===== src/comparator_edge_defs.vh =====
// Register offsets, field positions and reset values of the comparator edge interrupt block.
`ifndef COMPARATOR_EDGE_DEFS_VH
`define COMPARATOR_EDGE_DEFS_VH

// ----------------------------------------------------------------------------
// Register byte offsets
// ----------------------------------------------------------------------------
`define OFS_CONTROL        12'h000
`define OFS_MODE           12'h004
`define OFS_EXT_IRQ_EN     12'h008
`define OFS_IRQ_STATUS     12'h00c
`define OFS_IRQ_MASK       12'h010

// ----------------------------------------------------------------------------
// Control register fields
// ----------------------------------------------------------------------------
`define CTL_NEG_HYS_LSB    0
`define CTL_POS_HYS_LSB    2
`define CTL_LEVEL_BIT      5
`define CTL_ON_BIT         7
`define CTL_RESET          8'h00

// ----------------------------------------------------------------------------
// Mode, enable, status and mask fields
// ----------------------------------------------------------------------------
`define MODE_FALL_EN_BIT   4
`define MODE_RISE_EN_BIT   5
`define MODE_RESET         8'h00
`define EXT_CMP_BIT        0
`define EXT_RESET          8'h00
`define ST_FALL_BIT        0
`define ST_RISE_BIT        1
`define MASK_RESET         2'h0

`endif


===== src/comparator_edge_interrupt_control.v =====
// Comparator control, edge detection, flags and interrupt request behind an APB slave.
//
// The APB slave port and the register offsets were left to the implementer.
`include "comparator_edge_defs.vh"

module comparator_edge_interrupt_control (
    input  wire        ref_clk,
    input  wire        rst_n,
    input  wire        psel,
    input  wire        penable,
    input  wire        pwrite,
    input  wire [11:0] paddr,
    input  wire [31:0] pwdata,
    input  wire [3:0]  pstrb,
    output reg  [31:0] prdata,
    output reg         pready,
    output reg         pslverr,
    input  wire        comparator_raw,
    output reg         comparator_on,
    output reg  [1:0]  negative_hysteresis_sel,
    output reg  [1:0]  positive_hysteresis_sel,
    output reg         irq
);

    // ------------------------------------------------------------------------
    // Storage
    // ------------------------------------------------------------------------
    reg  [2:0] sync;
    reg        level_prev;
    reg        rising_edge_irq_enable;
    reg        falling_edge_irq_enable;
    reg        ext_cmp_enable;
    reg        rising_edge_flag;
    reg        falling_edge_flag;
    reg  [1:0] irq_mask;

    wire       comparator_output_level = level_prev;
    wire       stable = (sync[1] == sync[2]);
    wire       setup  = psel & ~penable;
    wire       wr     = setup & pwrite & pstrb[0];
    wire       rd     = setup & ~pwrite;
    wire       rise_ev;
    wire       fall_ev;
    wire       next_rise_flag;
    wire       next_fall_flag;

    function is_mapped;
        input [11:0] a;
        begin
            is_mapped = (a == `OFS_CONTROL) || (a == `OFS_MODE) || (a == `OFS_EXT_IRQ_EN) ||
                        (a == `OFS_IRQ_STATUS) || (a == `OFS_IRQ_MASK);
        end
    endfunction

    // ------------------------------------------------------------------------
    // Input synchroniser and edge detection
    // ------------------------------------------------------------------------
    // The level only moves once stages two and three agree, filtering metastable samples.
    always @(posedge ref_clk or negedge rst_n) begin
        if (!rst_n) begin
            sync       <= 3'h0;
            level_prev <= 1'b0;
        end else begin
            sync <= {sync[1:0], comparator_raw};
            if (stable)
                level_prev <= sync[2];
        end
    end

    // An output that is off produces no edges, so a disabled comparator stays quiet.
    assign rise_ev = comparator_on & stable & sync[2] & ~level_prev;
    assign fall_ev = comparator_on & stable & ~sync[2] & level_prev;

    // Hardware set wins over a software clear in the same cycle.
    assign next_rise_flag = (rise_ev & rising_edge_irq_enable) |
                            (rising_edge_flag &
                             ~(wr && paddr == `OFS_IRQ_STATUS && pwdata[`ST_RISE_BIT]));
    assign next_fall_flag = (fall_ev & falling_edge_irq_enable) |
                            (falling_edge_flag &
                             ~(wr && paddr == `OFS_IRQ_STATUS && pwdata[`ST_FALL_BIT]));

    // ------------------------------------------------------------------------
    // Registers and APB slave
    // ------------------------------------------------------------------------
    always @(posedge ref_clk or negedge rst_n) begin
        if (!rst_n) begin
            comparator_on           <= 1'b0;
            negative_hysteresis_sel <= 2'h0;
            positive_hysteresis_sel <= 2'h0;
            rising_edge_irq_enable  <= 1'b0;
            falling_edge_irq_enable <= 1'b0;
            ext_cmp_enable          <= 1'b0;
            rising_edge_flag        <= 1'b0;
            falling_edge_flag       <= 1'b0;
            irq_mask                <= `MASK_RESET;
            prdata                  <= 32'h0;
            pready                  <= 1'b0;
            pslverr                 <= 1'b0;
            irq                     <= 1'b0;
        end else begin
            rising_edge_flag  <= next_rise_flag;
            falling_edge_flag <= next_fall_flag;
            // Request is registered from the next flag values, in step with the flags; an edge whose mode enable bit is clear sets no flag.
            irq <= ext_cmp_enable &
                   ((next_rise_flag & irq_mask[`ST_RISE_BIT]) |
                    (next_fall_flag & irq_mask[`ST_FALL_BIT]));
            pready  <= setup;
            pslverr <= setup & ~is_mapped(paddr);
            if (wr) begin
                case (paddr)
                    `OFS_CONTROL: begin
                        comparator_on           <= pwdata[`CTL_ON_BIT];
                        negative_hysteresis_sel <= pwdata[`CTL_NEG_HYS_LSB +: 2];
                        positive_hysteresis_sel <= pwdata[`CTL_POS_HYS_LSB +: 2];
                    end
                    `OFS_MODE: begin
                        rising_edge_irq_enable  <= pwdata[`MODE_RISE_EN_BIT];
                        falling_edge_irq_enable <= pwdata[`MODE_FALL_EN_BIT];
                    end
                    `OFS_EXT_IRQ_EN: ext_cmp_enable <= pwdata[`EXT_CMP_BIT];
                    `OFS_IRQ_MASK:   irq_mask       <= pwdata[1:0];
                    default: ;
                endcase
            end
            if (rd) begin
                prdata <= 32'h0;
                case (paddr)
                    `OFS_CONTROL: begin
                        prdata[`CTL_ON_BIT]             <= comparator_on;
                        prdata[`CTL_LEVEL_BIT]          <= comparator_output_level;
                        prdata[`CTL_POS_HYS_LSB +: 2]   <= positive_hysteresis_sel;
                        prdata[`CTL_NEG_HYS_LSB +: 2]   <= negative_hysteresis_sel;
                    end
                    `OFS_MODE: begin
                        prdata[`MODE_RISE_EN_BIT] <= rising_edge_irq_enable;
                        prdata[`MODE_FALL_EN_BIT] <= falling_edge_irq_enable;
                    end
                    `OFS_EXT_IRQ_EN: prdata[`EXT_CMP_BIT] <= ext_cmp_enable;
                    `OFS_IRQ_STATUS: begin
                        prdata[`ST_RISE_BIT] <= rising_edge_flag;
                        prdata[`ST_FALL_BIT] <= falling_edge_flag;
                    end
                    `OFS_IRQ_MASK: prdata[1:0] <= irq_mask;
                    default: prdata <= 32'h0;
                endcase
            end
        end
    end

endmodule // comparator_edge_interrupt_control


===== config.mk =====
export PLATFORM = sky130hd
export DESIGN_NAME = comparator_edge_interrupt_control
export DESIGN_NICKNAME = d
export VERILOG_FILES = /design/src/comparator_edge_interrupt_control.v
export VERILOG_INCLUDE_DIRS = /design/src
export SDC_FILE = /design/constraint.sdc
export NUM_CORES = 1
export LEC_CHECK = 0
export BUFFER_PORTS_ARGS = -buffer_cell sky130_fd_sc_hd__clkbuf_2
export CAP_MARGIN = 30
export CORE_ASPECT_RATIO = 1.4
export CORE_MARGIN = 3
export CORE_UTILIZATION = 41
export CTS_BUF_LIST = sky130_fd_sc_hd__clkbuf_16
export CTS_CLUSTER_DIAMETER = 30
export DETAILED_ROUTE_END_ITERATION = 8
export PLACE_DENSITY = 0.79
export SKIP_CTS_REPAIR_TIMING = 1
export SLEW_MARGIN = 20
export SYNTH_ARGS = -nofsm -noshare
export SYNTH_HDL_FRONTEND = slang
export SYNTH_SLANG_ARGS = --single-unit

===== constraint.sdc =====
create_clock -name ref_clk -period 1.4 [get_ports ref_clk]
set_input_delay 0.28 -clock ref_clk [delete_from_list [all_inputs] [get_ports ref_clk]]
set_output_delay 0.28 -clock ref_clk [all_outputs]
set_load 0.1 [all_outputs]

# Word-level counts from Yosys, hierarchy flattened
# Cells that the tools add are included.
# W data, S select, Z words.
# totals
register_bits,26
inputBits,54
# classes
n_eq_ne,5
mux,6
n_bitwise,27
reduce_logical,12
# op_table
cell,count
$eq A12 B4 Y1 const B,2
$and A1 B1 Y1,17
$eq A12 B3 Y1 const B,1
$eq A12 B5 Y1 const B,1
$logic_not A12 Y1,1
$reduce_and A2 Y1,4
$not A1 Y1,7
$logic_or A1 B1 Y1,4
$pmux W1 S4,1
$logic_and A1 B1 Y1,3
$or A1 B1 Y1,3
$pmux W1 S3,1
$mux W1,2
$mux W2,1
$pmux W1 S2,1
$eq A1 B1 Y1,1

# Longest topological paths before layout
# depth
word_depth,12
ltp_mapped,5

# Worst setup path before layout
# OpenSTA, ideal clock, no wires.
# synth_path
kind,reg2reg
start,register comparator_on
end,register irq
setup_ps,67
arrival_ps,1551
required_ps,1333
setup_slack_ps,-219
stages_incl_launch_ff,4
cell_sequence,dfrtp_1 > a41oi_1 > a41oi_1 > a32o_1
# synth_via
elab_chain_cells,8
word_cells_on_any_way,13
classes_between,bitwise (13)
# synth_rtl
element,line,rtl
from (decl),comparator_edge_interrupt_control.v:19,"output reg comparator_on,"
from (signal assigned),comparator_edge_interrupt_control.v:112,comparator_on <= pwdata[`CTL_ON_BIT];
$and A1 B1 Y1 (3 in a row),comparator_edge_interrupt_control.v:72,assign fall_ev = comparator_on & stable & ~sync[2] & level_prev;
$and A1 B1 Y1,comparator_edge_interrupt_control.v:78,assign next_fall_flag = (fall_ev & falling_edge_irq_enable) |
$or A1 B1 Y1,comparator_edge_interrupt_control.v:78,
named net next_fall_flag,comparator_edge_interrupt_control.v:45,wire next_fall_flag;
$and A1 B1 Y1,comparator_edge_interrupt_control.v:106,(next_fall_flag & irq_mask[`ST_FALL_BIT]));
$or A1 B1 Y1,comparator_edge_interrupt_control.v:105,((next_rise_flag & irq_mask[`ST_RISE_BIT]) |
$and A1 B1 Y1,comparator_edge_interrupt_control.v:104,irq <= ext_cmp_enable &
to (signal assigned),comparator_edge_interrupt_control.v:104,
to (decl),comparator_edge_interrupt_control.v:22,output reg irq
# The timed path passes the listed nets, and every way through them passes these cells.
# A chain may end at the register's enable or synchronous reset.

# Final worst setup path
# layout_path
start,input port paddr[10]
end,register irq_mask[1]
# layout_via
elab_chain_cells,2
# layout_rtl
element,line,rtl
from (decl),comparator_edge_interrupt_control.v:12,"input wire [11:0] paddr,"
$eq A12 B5 Y1,comparator_edge_interrupt_control.v:110,case (paddr)
$reduce_and A2 Y1 (no source line),n/a,
to (signal assigned),comparator_edge_interrupt_control.v:95,irq_mask <= `MASK_RESET;
to (signal assigned),comparator_edge_interrupt_control.v:121,`OFS_IRQ_MASK: irq_mask <= pwdata[1:0];
to (decl),comparator_edge_interrupt_control.v:35,reg [1:0] irq_mask;
# Every way passes these cells.

==> flow_summary_export.csv <==
group,metric,value,unit
status,outcome,"complete, but fails checks",
status,violations,"negative setup slack",
setup_path,slowest_delay,0.36,ns
die,start_util,0.437,
pwr,p_per_area,1020,nW/um^2
drt,dr.max_layer_used,"met4",
global_route,grt_max_degree,27,
drt,routed_via_density,4.88,
placed_design,pre_cts_ws,-0.282,ns
setup_path,critical_path.cell_chain,"clkbuf_2 -> nor4_4 -> and4_4 -> and3_4 -> mux2_4",
sta,fin_crit,1.40,ns
sta,rsz0062_at_grt,"true",
setup_path,cp_num_cells,5,
setup_path,r2r-end,"irq$_DFF_PN0_",
setup_path,crit_path_start,"paddr[10]",
synthesis,post-synth-top-area-cell,"dfrtp_1",
finish,synthToLayoutAreaGrowth,44.5,%
synthesis,netlist_area,1390,sq um
pwr,intPower,1390,uW
setup_path,required,1.54,ns
sta,tns,-0.00324,ns
drt,routed_wl,3200,um
sta,clock.fmax,713,MHz
die,fp.dieW,55.2,um
drt,wl_met2,1790,um
drt,dr_total_vias,1058,
drt,final_antenna_net_count,0,
pwr,vdd_ir_drop_max,0.000663,V
finish,antenna_cells,0,
synthesis,syn_inst,123,
pwr,seqPwrFrac,0.377,
drt,dr_wl_met3,221,um
setup_path,cp-end-kind,"register",
clock_network,htreeDepth,1,
synthesis,yosys_warnings,0,
clock_network,root_buffer,"clkbuf_16",
finish,drive_gt1_frac,0.500,
placed_design,gp_congestion,0.836,
global_route,grt_pass1_wl,4800,um
clock_network,clkTransAtPathRegs,0.06,ns
setup_path,start_kind,"primary input",
sta,skew,0.00207,ns
global_route,grt_usage,0.148,
sta,hold_violations,0,
pwr,netSwitchingPower,652,uW
clock_network,clk_path_buf_depth,2,
clock_network,cts_made_buffers,3,
die,die_height,74.9,um
setup_path,cp_top_family,"simple AND/OR/NAND/NOR gates",
placed_design,port_buffers,40,
sta,timing.final.ws_setup,-0.00324,ns
synthesis,syn_area_per_cell,11.3,sq um
setup_path,cp_slowest_cell,"nor4_4",
finish,final_nets,233,
pwr,clockPowerShare,0.403,
clock_network,insertion_delay,0.26,ns
clock_network,cts.sinks,26,
placed_design,detailed_place_hpwl,2450,um
worst_hold_path,min_path_type,"primary input to asynchronous set/reset pin",
drt,drc,0,
pwr,switching_share,0.319,
synthesis,synth-edff-count,0,
die,num_rows,24,
synthesis,yosysMostFrequentCell,"dfrtp_1",
synthesis,yosysTopAreaCellShare,0.468,
global_route,grt_pass1_vias,1060,
synthesis,ys.flop_type,"dfrtp_1",
global_route,grt-ovfl-total,0,
sta,worst_pin_slew,0.627,ns
setup_path,critical_path.max_fanout,3,
synthesis,synth_cell_types,32,
sta,timing.final.crit_share,1.00,
synthesis,yosys-top-cells-area,"dfrtp_1, buf_4, mux2_2",
pwr,leakagePower,0.000959,uW
setup_path,r2r_start,"comparator_output_level$_DFFE_PN0N_",
finish,fill_cells,251,
drt,met1Wirelength,1130,um
setup_path,cp.arrival,1.55,ns
placed_design,place_area,1860,sq um
sta,relSlewSlack,0.582,
clock_network,cts_tree,"built",
synthesis,async_reset_ff_frac,1.00,
sta,maxSlewViolCount,0,
die,die_area,4130,sq um
setup_path,cp_num_buf_inv,1,
setup_path,crit_end,"irq_mask[1]$_DFFE_PN0P_",
pwr,combPwrFrac,0.220,
synthesis,yosys_register_bits,26,
flow_run,maxCapViolations,0,
die,placeableCoreArea,3180,sq um
setup_path,critical_path_class,"primary input to register",
setup_path,reg2reg_depth,4,
drt,avgRoutedWirePerCell,14.7,um
synthesis,ys_seq_area_frac,0.468,
drt,firstDrtPassIters,4,
setup_path,rrSetupSlack,0.11,ns
global_route,antenna_found_initial,0,
drt,drt_iter0_drc,14,
sta,setup_violations,1,
die,ios,94,
finish,layout.cell_area.non_filler,2010,sq um
synthesis,synth_common_cells,"dfrtp_1, buf_4, nand2_1, mux2_2, o31ai_1",
-- cell type report --
type / instances / area (sq um) / area share
clock buffer: 3 / 75.1 / 0.0374
sequential: 26 / 654 / 0.326
timing repair buffer: 54 / 505 / 0.252
clock inverter: 1 / 30.0 / 0.0150
multi-input combinational: 94 / 694 / 0.346
tap: 39 / 48.8 / 0.0243
-- metal layers --
layer	global-route usage	vias up
li1	-	498
met1	0.159	505
met2	0.288	48
met3	0.0292	7
met4	0.0568	0
met5	0	-
-- layout by cell type (no fill, tap or decap), drive strengths merged, types with 2 or more instances in the layout --
cell type,synthesis,routed
nor2,3,3
buf,25,29
o21ai,3,3
a21oi,2,2
dfrtp,26,26
nand2,16,16
a41oi,3,3
nor4,3,3
nor2b,2,2
and2,3,3
o21a,2,2
o31ai,4,4
mux2,13,13
nor3,2,2
a22oi,2,2
conb,1,25
clkbuf,2,28
-- power by group through the flow --
stage / Clock [uW] / Combinational (uW) / Sequential, uW
global route: 868 / 467 / 771
detailed placement: 0 / 443 / 784
floorplan: 0 / 382 / 805
CTS: 832 / 445 / 770
global placement: 0 / 439 / 783
finish: 825 / 450 / 770
-- worst register-to-register path, stage by stage, from the launching register on --
cell,delay [ns]
dfrtp_1,0.41
and4b_1,0.25
a21oi_1,0.20
a41oi_2,0.07
a32o_2,0.26
-- kinds of logic (layout without fill, tap and decap cells) --
kind of cell / after synthesis / in the layout / share of synthesized area
DFF: 26 / 26 / 0.468
and+or+nand+nor: 38 / 38 / 0.184
buffers and inverters: 27 / 58 / 0.140
AOI/OAI and AO/OA: 17 / 17 / 0.0927
other: 1 / 25 / 0.00270
muxes: 14 / 14 / 0.113
-- worst min-delay path by stage --
stage               startpoint                         to  slack [ns]
detailed placement       rst_n      prdata[0]$_DFFE_PN0P_        0.33
global placement         rst_n          pslverr$_DFF_PN0_        0.32
global route             rst_n      prdata[0]$_DFFE_PN0P_        0.07
CTS                      rst_n      prdata[0]$_DFFE_PN0P_        0.05
floorplan                rst_n  comparator_on$_DFFE_PN0P_       -0.02
finish                   rst_n      prdata[0]$_DFFE_PN0P_        0.02
-- stage by stage --
stage	util	std cells	hold WS (ns)	power, uW
floorplan	-	147	-0.0156	1190
global placement	0.583	212	0.320	1220
detailed placement	0.583	212	0.331	1230
CTS	0.616	216	0.0530	2050
global route	0.631	217	0.0749	2110
finish	0.631	217	0.0243	2050
-- flip-flops by register name, summed over array words and instances, names as in the netlist, 2 cells and up --
name / count
positive_hysteresis_sel: 2
irq_mask: 2
prdata: 7
sync: 3
negative_hysteresis_sel: 2
Power figures use the tool's default switching activity.
